===== src/logic/ufb_pkg.sv =====
// Package: offsets, fields, reset values and encodings of the frame and baud block
package ufb_pkg;

  // ==========================================================
  // Register byte addresses on APB
  localparam logic [7:0] UFB_ADDR_SHARED = 8'h00;  // Frame format or divisor high
  localparam logic [7:0] UFB_ADDR_DIVLO  = 8'h04;  // Divisor low byte
  localparam logic [7:0] UFB_ADDR_CTRLA  = 8'h08;  // Double speed
  localparam logic [7:0] UFB_ADDR_CTRLB  = 8'h0c;  // Char size top, ninth bits
  localparam logic [7:0] UFB_ADDR_STAT   = 8'h10;  // Parity error, live config

  // ==========================================================
  // Field positions
  localparam int UFB_SEL_BIT  = 7;
  localparam int UFB_MODE_BIT = 6;
  localparam int UFB_PAR_HI   = 5;
  localparam int UFB_PAR_LO   = 4;
  localparam int UFB_STOP_BIT = 3;
  localparam int UFB_CSZ_HI   = 2;
  localparam int UFB_CSZ_LO   = 1;
  localparam int UFB_POL_BIT  = 0;
  localparam int UFB_DIVH_MSB = 3;
  localparam int UFB_U2X_BIT  = 1;
  localparam int UFB_CSZ2_BIT = 2;
  localparam int UFB_RX9_BIT  = 1;
  localparam int UFB_TX9_BIT  = 0;

  // ==========================================================
  // Reset values
  localparam logic [6:0]  UFB_FRAME_RST = 7'h06;  // Async, no parity, 1 stop, 8-bit
  localparam logic [11:0] UFB_DIV_RST   = 12'h000;

  // ==========================================================
  // Encodings
  localparam logic [1:0] UFB_PAR_OFF  = 2'h0;
  localparam logic [1:0] UFB_PAR_EVEN = 2'h2;
  localparam logic [1:0] UFB_PAR_ODD  = 2'h3;
  localparam logic [4:0] UFB_OVS_NORM = 5'h10;   // 16 clocks of divider per bit
  localparam logic [4:0] UFB_OVS_DBL  = 5'h08;   // 8 with double speed

  // Character size code to data bit count, zero for reserved codes
  function automatic logic [3:0] ufb_char_bits(input logic [2:0] code);
    unique case (code)
      3'h0:    ufb_char_bits = 4'h5;
      3'h1:    ufb_char_bits = 4'h6;
      3'h2:    ufb_char_bits = 4'h7;
      3'h3:    ufb_char_bits = 4'h8;
      3'h7:    ufb_char_bits = 4'h9;
      default: ufb_char_bits = 4'h0;
    endcase
  endfunction : ufb_char_bits

endpackage : ufb_pkg


===== src/logic/ufb_prescaler.sv =====
// Baud prescaler: divisor counter and oversample counter giving bit ticks
`timescale 1ns/10ps
module ufb_prescaler
  import ufb_pkg::*;
#(
  parameter int DIV_W = 12
) (
  // Clock and reset
  input  wire logic             pclk,
  input  wire logic             presetn,
  input  wire logic             clk_en,
  // Control
  input  wire logic             reload,
  input  wire logic [DIV_W-1:0] divisor,
  input  wire logic             double_speed,
  input  wire logic             sync_mode,
  // Ticks
  output logic                  prescale_tick,
  output logic                  bit_tick
);

  typedef struct packed {
    logic [DIV_W-1:0] cnt;
    logic [4:0]       ovs;
    logic             ptick;
    logic             btick;
  } ufb_ps_t;

  ufb_ps_t st_q, st_d;
  logic [4:0] ovs_len;

  // Oversample length; double speed only in async mode
  assign ovs_len = (double_speed && !sync_mode) ? UFB_OVS_DBL : UFB_OVS_NORM;

  // Next state: count down divisor, then oversample
  always_comb begin
    st_d       = st_q;
    st_d.ptick = 1'b0;
    st_d.btick = 1'b0;
    if (reload) begin
      st_d.cnt = divisor;
      st_d.ovs = 5'h00;
    end else if (st_q.cnt == '0) begin
      st_d.cnt   = divisor;
      st_d.ptick = 1'b1;
      if (st_q.ovs >= ovs_len - 5'h01) begin
        st_d.ovs   = 5'h00;
        st_d.btick = 1'b1;
      end else begin
        st_d.ovs = st_q.ovs + 5'h01;
      end
    end else begin
      st_d.cnt = st_q.cnt - 1'b1;
    end
  end

  // State register
  always_ff @(posedge pclk or negedge presetn) begin
    if (!presetn) begin
      st_q <= '0;
    end else if (clk_en) begin
      st_q <= st_d;
    end
  end

  assign prescale_tick = st_q.ptick;
  assign bit_tick      = st_q.btick;

endmodule : ufb_prescaler


===== src/logic/ufb_frame_baud.sv =====
// Frame format and baud divisor registers with APB slave and parity helpers
// Summary of operation
// - Shared location: write with bit 7 set lands in the frame register.
// - Reading the frame register returns bit 7 as one.
// - Divisor high reads select bit zero (no such read here; shared reads give frame); write with it zero hits divisor.
// - Mode bit: zero asynchronous, one synchronous on external serial clock.
// - Parity field: 00 off, 01 reserved, 10 even, 11 odd, both directions.
// - Transmitter gets computed parity bit for each frame's data.
// - Receiver parity compared with selected type; mismatch sets parity error flag.
// - Stop select: zero one stop bit, one two stop bits for transmit.
// - Receiver ignores the stop bit count setting.
// - Three-bit size code: 5,6,7,8 or 9 data bits; 100-110 reserved.
// - Sync polarity zero: transmit on rising, sample on falling; one reverses.
// - Divisor is 12 bits: high nibble plus low byte.
// - Writing divisor low reloads the prescaler at once with full value.
// - Double speed divides by 8 not 16, async only.
// - Ninth bits: receive read before low byte, transmit written before.
//
// The implementer's own choices: the address map and the APB slave port.
`timescale 1ns/10ps
module ufb_frame_baud
  import ufb_pkg::*;
#(
  parameter int DIV_W = 12
) (
  // Clock, reset, enable
  input  wire logic        pclk,
  input  wire logic        presetn,
  input  wire logic        clk_en,
  // APB slave
  input  wire logic        psel,
  input  wire logic        penable,
  input  wire logic        pwrite,
  input  wire logic [7:0]  paddr,
  input  wire logic [31:0] pwdata,
  output logic             pready,
  output logic             pslverr,
  output logic [31:0]      prdata,
  // Shift engine side
  input  wire logic [8:0]  tx_data,
  input  wire logic [8:0]  rx_data,
  input  wire logic        rx_parity_bit,
  input  wire logic        rx_frame_done,
  input  wire logic        rx_ninth_in,
  input  wire logic        rx_buf_read,
  // Configuration out
  output logic             sync_mode_select,
  output logic [1:0]       parity_type_field,
  output logic             stop_count_select,
  output logic [3:0]       char_bits,
  output logic             sync_edge_polarity,
  output logic             tx_change_rising,
  output logic             rx_sample_rising,
  output logic             tx_parity_bit,
  output logic             tx_ninth_bit,
  output logic             parity_error_flag,
  output logic             bit_tick,
  output logic             prescale_tick
);

  // ==========================================================
  // State
  typedef struct packed {
    logic [6:0]       frame;
    logic [DIV_W-1:0] div;
    logic             dbl;
    logic             csz2;
    logic             rx9;
    logic             tx9;
    logic             perr;
    logic             reload;
    logic             ready;
    logic             slverr;
    logic [31:0]      rdata;
    logic             txpar;
    logic             txrise;
    logic             rxrise;
  } ufb_state_t;

  ufb_state_t st_q, st_d;

  // Parity of the valid data bits, odd selects inversion
  function automatic logic ufb_parity(input logic [8:0] data, input logic [3:0] nbits,
                                      input logic odd);
    logic p;
    p = odd;
    for (int i = 0; i < 9; i++) begin
      if (i < int'(nbits)) begin
        p = p ^ data[i];
      end
    end
    ufb_parity = p;
  endfunction : ufb_parity

  logic       access;
  logic       wr;
  logic       rd;
  logic [3:0] nbits;
  logic       par_on;
  logic       par_odd;
  logic       rx_par_exp;
  logic       addr_ok;

  // Decode
  assign access  = psel && penable && !st_q.ready;
  assign wr      = access && pwrite;
  assign rd      = access && !pwrite;
  assign addr_ok = (paddr == UFB_ADDR_SHARED) || (paddr == UFB_ADDR_DIVLO) ||
                   (paddr == UFB_ADDR_CTRLA) || (paddr == UFB_ADDR_CTRLB) ||
                   (paddr == UFB_ADDR_STAT);
  assign nbits   = ufb_char_bits({st_q.csz2, st_q.frame[UFB_CSZ_HI:UFB_CSZ_LO]});
  assign par_on  = st_q.frame[UFB_PAR_HI];
  assign par_odd = st_q.frame[UFB_PAR_LO];
  assign rx_par_exp = ufb_parity(rx_data, nbits, par_odd);

  // ==========================================================
  // Next state
  always_comb begin
    st_d        = st_q;
    st_d.reload = 1'b0;
    st_d.ready  = access;
    st_d.slverr = access && !addr_ok;
    st_d.txpar  = ufb_parity(tx_data, nbits, par_odd);
    // Sync edges; polarity one swaps both
    st_d.txrise = !st_q.frame[UFB_POL_BIT];
    st_d.rxrise = st_q.frame[UFB_POL_BIT];
    if (wr) begin
      unique case (paddr)
        UFB_ADDR_SHARED: begin
          if (pwdata[UFB_SEL_BIT]) begin
            st_d.frame = pwdata[6:0];
          end else begin
            st_d.div[DIV_W-1:8] = pwdata[UFB_DIVH_MSB:0];
          end
        end
        UFB_ADDR_DIVLO: begin
          st_d.div[7:0] = pwdata[7:0];
          st_d.reload   = 1'b1;
        end
        UFB_ADDR_CTRLA: st_d.dbl = pwdata[UFB_U2X_BIT];
        UFB_ADDR_CTRLB: begin
          st_d.csz2 = pwdata[UFB_CSZ2_BIT];
          st_d.tx9  = pwdata[UFB_TX9_BIT];
        end
        default: ;
      endcase
    end
    // Read data; shared location returns frame with select one
    if (rd) begin
      unique case (paddr)
        UFB_ADDR_SHARED: st_d.rdata = {24'h000000, 1'b1, st_q.frame};
        UFB_ADDR_DIVLO:  st_d.rdata = {24'h000000, st_q.div[7:0]};
        UFB_ADDR_CTRLA:  st_d.rdata = {29'h0, st_q.perr, st_q.dbl, 1'b0};
        UFB_ADDR_CTRLB:  st_d.rdata = {29'h0, st_q.csz2, st_q.rx9, st_q.tx9};
        UFB_ADDR_STAT:   st_d.rdata = {12'h000, st_q.div, 3'h0, st_q.perr, nbits};
        default:         st_d.rdata = 32'h0000_0000;
      endcase
    end
    // Divisor high view with select zero at address plus one word is not given;
    // software reads the divisor via the status word instead.
    // Parity error: buffer read clears, new frame loads its parity check result (frame wins)
    if (rx_buf_read) begin
      st_d.perr = 1'b0;
    end
    if (rx_frame_done) begin
      st_d.perr = par_on && (rx_parity_bit != rx_par_exp);
      st_d.rx9  = rx_ninth_in;
    end
  end

  // State register
  always_ff @(posedge pclk or negedge presetn) begin
    if (!presetn) begin
      st_q        <= '0;
      st_q.frame  <= UFB_FRAME_RST;
      st_q.div    <= UFB_DIV_RST;
      st_q.txrise <= 1'b1;
    end else if (clk_en) begin
      st_q <= st_d;
    end
  end

  // ==========================================================
  // Prescaler
  logic ps_bit;
  logic ps_pre;

  ufb_prescaler #(
    .DIV_W (DIV_W)
  ) u_prescaler (
    .pclk          (pclk),
    .presetn       (presetn),
    .clk_en        (clk_en),
    .reload        (st_q.reload),
    .divisor       (st_q.div),
    .double_speed  (st_q.dbl),
    .sync_mode     (st_q.frame[UFB_MODE_BIT]),
    .prescale_tick (ps_pre),
    .bit_tick      (ps_bit)
  );

  // ==========================================================
  // Outputs from flip-flops except char_bits, decoded from them; stop count only feeds transmitter
  assign sync_mode_select   = st_q.frame[UFB_MODE_BIT];
  assign parity_type_field  = st_q.frame[UFB_PAR_HI:UFB_PAR_LO];
  assign stop_count_select  = st_q.frame[UFB_STOP_BIT];
  assign sync_edge_polarity = st_q.frame[UFB_POL_BIT];
  assign char_bits          = nbits;
  assign tx_change_rising   = st_q.txrise;
  assign rx_sample_rising   = st_q.rxrise;
  assign tx_parity_bit      = st_q.txpar;
  assign tx_ninth_bit       = st_q.tx9;
  assign parity_error_flag  = st_q.perr;
  assign bit_tick           = ps_bit;
  assign prescale_tick      = ps_pre;
  assign pready             = st_q.ready;
  assign pslverr            = st_q.slverr;
  assign prdata             = st_q.rdata;

  // ==========================================================
  // Assertions
  frame_write_a: assert property (@(posedge pclk) disable iff (!presetn)
    clk_en && wr && paddr == UFB_ADDR_SHARED && pwdata[7] && !st_q.ready
    |=> st_q.frame == $past(pwdata[6:0]))
    else $error("frame register not written");

  frame_read_a: assert property (@(posedge pclk) disable iff (!presetn)
    clk_en && rd && paddr == UFB_ADDR_SHARED |=> prdata[7] == 1'b1)
    else $error("select bit not read as one");

  divhi_write_a: assert property (@(posedge pclk) disable iff (!presetn)
    clk_en && wr && paddr == UFB_ADDR_SHARED && !pwdata[7]
    |=> st_q.div[11:8] == $past(pwdata[3:0]) && $stable(st_q.frame))
    else $error("divisor high write wrong");

  divlo_reload_a: assert property (@(posedge pclk) disable iff (!presetn)
    clk_en && wr && paddr == UFB_ADDR_DIVLO |=> st_q.reload ##1 !st_q.reload || !clk_en)
    else $error("prescaler not reloaded");

  par_err_a: assert property (@(posedge pclk) disable iff (!presetn)
    clk_en && rx_frame_done && parity_type_field == UFB_PAR_OFF |=> !parity_error_flag)
    else $error("parity error with parity off");

  sync_edge_a: assert property (@(posedge pclk) disable iff (!presetn)
    tx_change_rising != rx_sample_rising)
    else $error("sync edges not opposite");

  apb_ready_a: assert property (@(posedge pclk) disable iff (!presetn)
    clk_en && psel && penable && !pready |=> pready)
    else $error("apb answer late");

  char_size_a: assert property (@(posedge pclk) disable iff (!presetn)
    {st_q.csz2, st_q.frame[2:1]} == 3'h3 |-> char_bits == 4'h8)
    else $error("char size decode wrong");

endmodule : ufb_frame_baud


===== config.mk =====
export PLATFORM = sky130hd
export DESIGN_NAME = ufb_frame_baud
export DESIGN_NICKNAME = d
export VERILOG_FILES = /design/src/logic/ufb_pkg.sv /design/src/logic/ufb_prescaler.sv /design/src/logic/ufb_frame_baud.sv
export SDC_FILE = /design/constraint.sdc
export NUM_CORES = 1
export LEC_CHECK = 0
export BUFFER_PORTS_ARGS = -buffer_cell sky130_fd_sc_hd__buf_2
export CAP_MARGIN = 15
export CORE_MARGIN = 2
export CORE_UTILIZATION = 53
export CTS_BUF_LIST = sky130_fd_sc_hd__clkbuf_4
export DETAILED_ROUTE_END_ITERATION = 16
export HOLD_SLACK_MARGIN = 0.02
export PLACE_DENSITY = 0.81
export SYNTH_ARGS = -nofsm -noshare
export SYNTH_HDL_FRONTEND = slang
export SYNTH_SLANG_ARGS = --single-unit

===== constraint.sdc =====
create_clock -name pclk -period 1.9 [get_ports pclk]
set_input_delay 0.095 -clock pclk [delete_from_list [all_inputs] [get_ports pclk]]
set_output_delay 0.095 -clock pclk [all_outputs]
set_load 0.03 [all_outputs]

==> results.cfg, run 1 <==
[pwr]
power_mw = 3.25
p_leak_nw = 2.28
powerDensity_nw_per_um2 = 718
ir_worst_vdd_v = 0.000326

[worst_setup_path]
crit_top_cell = nand2_1
crit_buf_inv = 2
critPathMaxFanout = 10
end_kind = primary output
path_delay_family = flip-flops
arrival_ns = 1.72
crit_type = reg2out
max_stage_delay_ns = 0.65
required_ns = 1.80
cp_cell_sequence = nand2_1 > inv_1 > nand2_1 > o21ai_2 > buf_2
critPathSlowestCell = dfstp_2
start_kind = flip-flop

[clocking]
clk_pin_slew_worst_paths_ns = 0.10
clkLatencyLatePin_ns = 0.40
clock_path_buffers = 2
cts_made_buffers = 9
cts_max_level = 3
cts_tree = yes
cts_sinks = 69
root_buffer = clkbuf_4

[die]
start_util_pct = 54.1
dieWidth_um = 89.3
ios = 118
die_area_um2 = 7980
die_y_um = 89.3
rows = 31
coreArea_um2 = 7140

[logic_synthesis]
syn_inst = 376
yosys.area.top_type = dfrtp_1
synth_warnings = 0
synth_cell_types = 52
synth_edf_count = 0
ys_top_cells_by_count = dfrtp_1, buf_4, o21ai_0
syn-cell-area_um2 = 3860
synthTopCellsByArea = dfrtp_1, mux2_2, buf_4, o21ai_0, a22o_1
synth_ff_type = dfrtp_1
ys_ff_latch = 69
synth.most_common_cell = dfrtp_1
synth_area_per_cell_um2 = 10.3
async_reset_ff_share_pct = 100
yosysSeqAreaShare_pct = 44.8
synth_top_area_share_pct = 42.8

[route]
wire_per_inst_um = 15.5
wl_mm = 8.73
drtAntennaViolNets = 0
via_per_inst = 5.51
firstDrtPassIters = 4
via_count = 3095
drc = 0
drt-initial-drc-count = 233

[global_route]
grt_pass1_wl_mm = 13.9
grt_max_degree = 70
grt_pass1_vias = 2815
antenna_found_initial = 0
grt_use_total_pct = 22.9
grt_overflow = 0

[final_layout]
syn_to_final_growth_pct = 17.3
layout-drive-gt1-share_pct = 36.7
antenna_cells = 0
fin_nets = 532
postLayoutCellArea_um2 = 4530

[sta]
fmax_mhz = 552
final.period_utilization_pct = 95.4
final-setup-viol-count = 0
finalMaxSlewViolations = 0
rsz0062_at_grt = false
hold_violations = 0
fin_worst_skew_ns = 0.0143
fin_crit_ns = 1.81

[placement]
port_buffers = 81
place.gp.congestion = 0.910
dp_hpwl_mm = 6.29
dpl_cell_area_um2 = 4230

[worst_hold_path]
hold_class = in2reg

[run]
maxCapViolCount = 0

[outcome]
outcome = finished clean
cell families (layout without fill, tap and decap cells):
kind of cell / Yosys count / count (layout) / share of synthesized area [%]
flip-flops: 69 / 69 / 44.8
AND/OR/NAND/NOR: 90 / 90 / 13.2
AO/OA/AOI/OAI: 95 / 95 / 15.9
buffers and inverters: 66 / 142 / 10.0
XOR/XNOR: 16 / 16 / 4.34
other: 1 / 12 / 0.0972
multiplexers: 35 / 35 / 10.3
adder cells (fa/ha/maj): 4 / 4 / 1.30
metrics by stage:
stage	TNS (ns)	setup WS (ns)	hold WS [ns]	std cells	utilization, %
after floorplan	0	0.0632	-0.201	387	-
after global placement	0	0.0948	0.143	531	59.2
after detailed placement	-0.00367	-0.00367	0.143	531	59.2
after CTS	0	0.0450	0.0264	556	62.2
after global routing	0	0.00188	0.0224	562	63.4
final	0	0.0873	0.0411	562	63.4
layout make-up:
type / count / area (um2)
tap: 99 / 124
inverter: 15 / 56.3
timing repair buffer: 113 / 689
sequential: 69 / 1730
clock buffer: 10 / 75.1
clock inverter: 4 / 17.5
fill: 611 / 2610
multi-input combinational: 252 / 1840
worst paths after layout:
kind | cells past startpoint | startpoint | end | slack (ns)
setup / recovery | 5 | st_q[56]$_DFFE_PN1P_ | char_bits[0] | 0.09
hold / removal | 4 | paddr[6] | prdata[3]$_DFFE_PN0P_ | 0.04
setup reg to reg | 9 | u_prescaler.st_q[8]$_DFFE_PN0P_ | u_prescaler.st_q[11]$_DFFE_PN0P_ | 0.09
hold reg to reg | 2 | tx_change_rising$_DFFE_PN1P_ | tx_change_rising$_DFFE_PN1P_ | 0.47
max in group asynchronous | 3 | presetn | st_q[57]$_DFFE_PN1P_ | 1.33
min in group asynchronous | 3 | presetn | pready$_DFFE_PN0P_ | 0.24
state kept, by name, indices dropped and copies added, names as in the netlist, 2 cells and up:
signal,count
prdata,20
u_prescaler.st_q,17
parity_type_field,2
st_q,18
where the power goes:
part	internal, mW	switching (mW)
Sequential	1.61	0.161
Clock	0.257	0.470
Combinational	0.345	0.406
Total	2.21	1.04
tightest hold or removal path: cells and delay by family:
| family | cells | cell delay [ns] |
|---|---|---|
| AO/OA/AOI/OAI | 1 | 0.09 |
| AND/OR/NAND/NOR | 2 | 0.15 |
| buffers and inverters | 1 | 0.07 |
timing repair:
item / 4_1_cts / 5_1_grt
resized for setup: 1 / 10
buffers inserted: 0 / 6
pin swaps: 0 / 4
setup endpoints to repair: 2 / 23
hold buffers: 11 / 0
endpoints found under the hold margin: 93 / 0
routing by layer:
metal  GRT usage [%]  up-vias  share of wire, %
met1            32.9     1515                47
met5               0        -                 0
met3            3.51       18               5.2
met2            35.2      101                46
met4            8.68        0               2.3
li1                -     1461                 -
cells in the final DEF, fill, tap and decap left out, types with 3 or more instances in the layout:
cell type and n:
dlygate4sd3_1 11, mux2_2 28, o21ai_0 34, a21o_1 3, ha_1 3, nor2_2 3, conb_1 12, nand3_1 8
nor3_2 3, clkbuf_4 10, inv_1 14, mux2i_1 6, o31ai_1 4, buf_4 19, o22ai_1 6, nor2b_1 7
dfrtp_1 66, xnor2_1 14, buf_2 81, nor2_1 12, nand2_2 3, dfstp_2 3, a21oi_1 14, nand2_1 31
a22o_1 19
Power figures use the tool's default switching activity.
==> run 2, diff against run 1 <==
- CORE_UTILIZATION: 53 -> 54
- PLACE_DENSITY: 0.81 -> 0.82
- SYNTH_HIERARCHICAL: not set -> 1
==> results.cfg, run 2 <==
[worst_hold_path]
hold_class = in2reg
hp-start = paddr[7]

[sta]
fin_crit_ns = 1.87
rsz0062_at_grt = true
finalMaxSlewViolations = 0
hold_ws_ns = 0.120
fmax_mhz = 535
final-setup-viol-count = 0
tightest_slew_ns = 0.525
hold_violations = 0
final.period_utilization_pct = 98.4
fin_worst_skew_ns = 0.0206
tns_ns = 0
max_slew_margin_pct = 65.0

[final_layout]
layout_commonest_cell = buf_2
postLayoutCellArea_um2 = 4790
antenna_cells = 0
syn_to_final_growth_pct = 21.1
post-route-util_pct = 66.8
fin_nets = 534
layout-drive-gt1-share_pct = 37.7
largest_register_ff_count = 20
instances_no_fill = 566
final_cell_mix = buf_2, dfrtp_1, mux2_2

[route]
wire_per_inst_um = 16.8
via_count = 3176
via_per_inst = 5.61
drc = 0
drt-initial-drc-count = 182
firstDrtPassIters = 4
drtAntennaViolNets = 0
wl_mm = 9.51

[run]
maxCapViolCount = 0

[die]
die_area_um2 = 8030
ios = 118
dieWidth_um = 89.6
coreArea_um2 = 7180
start_util_pct = 55.2
die_y_um = 89.6
rows = 31

[worst_setup_path]
path_delay_family = compound AO/OA/AOI/OAI gates
crit_type = reg2reg
critPathMaxFanout = 4
critPathSlowestCell = dfrtp_1
required_ns = 2.17
crit_buf_inv = 1
arrival_ns = 2.15
crit_start = u_prescaler/st_q[7]$_DFFE_PN0P_
max_stage_delay_ns = 0.42
r2r-start = u_prescaler/st_q[7]$_DFFE_PN0P_
end_kind = flip-flop
cp_cell_sequence = inv_2 > ha_1 > nor4b_4 > a31o_2 > a21oi_1 > a311o_1
start_kind = flip-flop

[clocking]
cts_tree = yes
clk_pin_slew_worst_paths_ns = 0.12
cts_sinks = 69
cts_max_level = 3
root_buffer = clkbuf_4
cts_made_buffers = 9
clock_path_buffers = 2
clkLatencyLatePin_ns = 0.40

[logic_synthesis]
yosysSeqAreaShare_pct = 43.7
synth_area_per_cell_um2 = 10.6
synth_ff_type = dfrtp_1
syn-cell-area_um2 = 3960
ys_top_cells_by_count = dfrtp_1, buf_4, mux2_2
synthTopCellsByArea = dfrtp_1, mux2_2, buf_4, a22o_1, mux2i_1
synth_top_area_share_pct = 41.7
ys_ff_latch = 69
synth_cell_types = 65
synth_edf_count = 0
synth.most_common_cell = dfrtp_1
yosys.area.top_type = dfrtp_1
syn_inst = 373
synth_warnings = 6
async_reset_ff_share_pct = 100

[placement]
port_buffers = 81
dp_hpwl_mm = 6.84
dp_cells = 534
place.gp.congestion = 0.846
dpl_cell_area_um2 = 4390

[pwr]
p_leak_nw = 2.36
ir_worst_vdd_v = 0.000334
powerDensity_nw_per_um2 = 711

[global_route]
antenna_found_initial = 0
grt_pass1_vias = 3097
grt_max_degree = 47
grt_pass1_wl_mm = 14.9
grt_use_total_pct = 24.8
grt_overflow = 0

[outcome]
outcome = finished clean
[run 2: cell types whose count changed after synthesis, moves of 4 or more]
cell      delta
o22ai_1      -4
mux2i_1      +5
nand4_1      +6
buf_2        -4
a21boi_1     +5
o21ai_0     -19
a21oi_1      -9
nand2_1      -9
nor3_1       +6
[run 2: kinds of logic after synthesis]
kind of cell | synth area share, %
buf+inv | 9.29
fa+ha+maj | 1.26
compound gates | 16.6
simple gates | 14.3
mux | 9.89
xor+xnor | 4.80
flops | 43.7
other cells | 0.0947
[run 2: through the flow]
step           power (mW)  setup WS, ns
2_1_floorplan        1.98      0.000301
3_3_place_gp         2.16         0.107
3_5_place_dp         2.19        0.0401
4_1_cts              3.42        0.0373
5_1_grt              3.57       -0.0794
6_report             3.41        0.0298
[run 2: cell type report]
type	instances	area [um2]
Timing Repair Buffer	116	729
Tap cell	99	124
Clock buffer	11	82.6
Clock inverter	5	98.8
Inverter	14	56.3
Multi-Input combinational cell	252	1970
Fill cell	556	2380
Sequential cell	69	1730
[run 2: worst paths after layout]
check | slack (ns) | end | depth (start not counted)
worst max-delay path | 0.03 | u_prescaler/st_q[10]$_DFFE_PN0P_ | 6
worst min-delay path | 0.12 | pslverr$_DFFE_PN0P_ | 4
worst max register to register | 0.03 | u_prescaler/st_q[10]$_DFFE_PN0P_ | 6
worst min register to register | 0.50 | prdata[7]$_DFFE_PN0P_ | 2
max in group asynchronous | 1.01 | tx_change_rising$_DFFE_PN1P_ | 3
min in group asynchronous | 0.19 | prdata[7]$_DFFE_PN0P_ | 2
[run 2: layer usage]
metal / vias to the layer above / track usage, % / routed length [um]
li1: 1497 / - / -
met1: 1557 / 31.5 / 3990
met2: 114 / 42.8 / 4870
met3: 8 / 4.02 / 537
met4: 0 / 8.96 / 115
met5: - / 0 / 0
[run 2: worst reg2reg max path: cells and delay by family (launching register included)]
family	cells	cell delay, ns
simple gates	1	0.36
compound gates	3	0.71
flops	1	0.42
fa+ha+maj	1	0.18
buf+inv	1	0.08
[run 2: power breakdown]
part | leakage [nW] | internal (mW) | total (mW) | switching (mW)
logic | 1.36 | 0.274 | 0.606 | 0.332
clock network | 0.0985 | 0.691 | 1.19 | 0.497
registers | 0.910 | 1.54 | 1.61 | 0.0784
[run 2: what timing repair did]
action                                 4_1_cts  5_1_grt
gates resized for setup                      1       17
buffers inserted                             0        3
setup endpoints to repair                    1       14
endpoints found under the hold margin       46        0
hold buffers                                13        0
pin swaps                                    0        6
==> run 3, diff against run 2 <==
- ABC_AREA: not set -> 1
- PLACE_DENSITY: 0.82 -> 0.81
==> results.cfg, run 3 <==
[outcome]
outcome = finished clean

[clocking]
clock_path_buffers = 2
postCtsSetupBuffers = 0
cts_sinks = 69
cts_tree = yes
cts_max_level = 3
root_buffer = clkbuf_4
ctsResizeCount = 0
clkLatencyLatePin_ns = 0.41
clk_pin_slew_worst_paths_ns = 0.10
cts_made_buffers = 9

[route]
firstDrtPassIters = 4
wire_per_inst_um = 12.9
wl_mm = 9.44
drc = 0
drt-initial-drc-count = 239
via_count = 3765
via_per_inst = 5.15
drtAntennaViolNets = 0

[global_route]
grt_overflow = 0
antenna_found_initial = 0
grt_max_degree = 35
grt_pass1_wl_mm = 15.8
grt_pass1_vias = 3583
grt_use_total_pct = 23.6

[sta]
rsz0062_at_grt = false
hold_ws_ns = 0.0408
fmax_mhz = 572
max_slew_margin_pct = 63.8
tns_ns = 0
hold_violations = 0
fin_worst_skew_ns = 0.0106
finalMaxSlewViolations = 0
final.period_utilization_pct = 92.0
fin_crit_ns = 1.75
tightest_slew_ns = 0.542
final-setup-viol-count = 0

[worst_setup_path]
max_stage_delay_ns = 0.58
critPathMaxFanout = 4
arrival_ns = 1.65
cp_cell_sequence = nand2_2 > nand2_1 > o21a_1 > buf_2
crit_type = reg2out
critPathSlowestCell = dfstp_2
end_kind = primary output
crit_buf_inv = 1
path_delay_family = flip-flops
required_ns = 1.80
start_kind = flip-flop

[run]
maxCapViolCount = 0

[logic_synthesis]
synth_cell_types = 40
synth_warnings = 6
ys_ff_latch = 69
yosysSeqAreaShare_pct = 41.4
synth.most_common_cell = nand2_1
ys_top_cells_by_count = nand2_1, dfrtp_1, inv_1
synth_top_area_share_pct = 39.5
synth_edf_count = 0
async_reset_ff_share_pct = 100
synth_ff_type = dfrtp_1
syn-cell-area_um2 = 4180
syn_inst = 550
yosys.area.top_type = dfrtp_1
synthTopCellsByArea = dfrtp_1, nand2_1, nand3_1, buf_4, inv_1
synth_area_per_cell_um2 = 7.60

[placement]
place.gp.congestion = 0.884
dpl_cell_area_um2 = 4470
dp_hpwl_mm = 7.24
port_buffers = 81

[die]
die_y_um = 92.0
dieWidth_um = 92.0
start_util_pct = 54.9
die_area_um2 = 8460
rows = 32
ios = 118
coreArea_um2 = 7610

[final_layout]
postLayoutCellArea_um2 = 4700
final_cell_mix = nand2_1, buf_2, dfrtp_1
n_fill_cell = 714
post-route-util_pct = 61.8
largest_register_ff_count = 20
syn_to_final_growth_pct = 12.5
fin_nets = 695
layout-drive-gt1-share_pct = 25.5
layout_commonest_cell = nand2_1

[pwr]
p_leak_nw = 2.56
power_mw = 3.52
ir_worst_vdd_v = 0.000328
powerDensity_nw_per_um2 = 748

[worst_hold_path]
hold_class = in2reg
## run 3: power by group
part	internal, mW	switching (mW)	total, mW
Clock	0.434	0.484	0.919
Combinational	0.316	0.542	0.858
Sequential	1.60	0.146	1.74
Total	2.35	1.17	3.52
## run 3: repair_timing
| item | CTS | global route |
|---|---|---|
| hold buffers | 10 | 0 |
| hold endpoints to repair | 32 | 0 |
| endpoints found under the setup margin | 0 | 0 |
## run 3: routing by layer
metal	GRT usage (%)	vias up	routed length [um]
met5	0	-	0
li1	-	1833	-
met1	29.6	1775	4030
met2	40.5	137	4640
met3	4.60	20	568
met4	8.96	0	204
## run 3: logic make-up (layout without fill, tap and decap cells)
logic type               after synthesis  count (layout)  share of synthesized area, %
buffers and inverters                115             182                          14.4
XOR/XNOR                               8               8                          1.68
AND/OR/NAND/NOR                      295             295                          32.3
adder cells (fa/ha/maj)                4               4                          1.20
AO/OA/AOI/OAI                         57              57                          8.71
flip-flops                            69              69                          41.4
other                                  1              13                        0.0898
multiplexers                           1               1                         0.270
## run 3: worst min-delay path, cell delays in order
cell	delay, ns
buf_2	0.10
inv_1	0.09
o21ai_2	0.13
## run 3: per-stage QoR
stage               worst slack [ns]  instances
floorplan                      0.302        561
detailed placement             0.233        704
global route                  0.0785        730
finish                         0.151        731
global placement               0.278        704
CTS                            0.162        730
## run 3: final timing paths
check / from / end / slack (ns) / cells after the start
max: st_q[57]$_DFFE_PN1P_ / char_bits[0] / 0.15 / 4
min: pwdata[0] / sync_edge_polarity$_DFFE_PN0P_ / 0.04 / 3
max reg2reg: st_q[56]$_DFFE_PN1P_ / tx_parity_bit$_DFFE_PN0P_ / 0.22 / 12
min reg2reg: prdata[17]$_DFFE_PN0P_ / prdata[17]$_DFFE_PN0P_ / 0.48 / 2
max in group asynchronous: presetn / parity_type_field[1]$_DFFE_PN0P_ / 1.10 / 3
min in group asynchronous: presetn / u_prescaler/st_q[9]$_DFFE_PN0P_ / 0.20 / 2
## run 3: cell type report
class	count	area (um2)	area share, %
Timing Repair Buffer	97	563	12.0
Tap cell	102	128	2.71
Clock inverter	4	41.3	0.878
Clock buffer	12	90.1	1.92
Antenna cell	1	2.50	0.0532
Sequential cell	69	1730	36.8
Multi-Input combinational cell	377	1890	40.2
Inverter	69	259	5.51
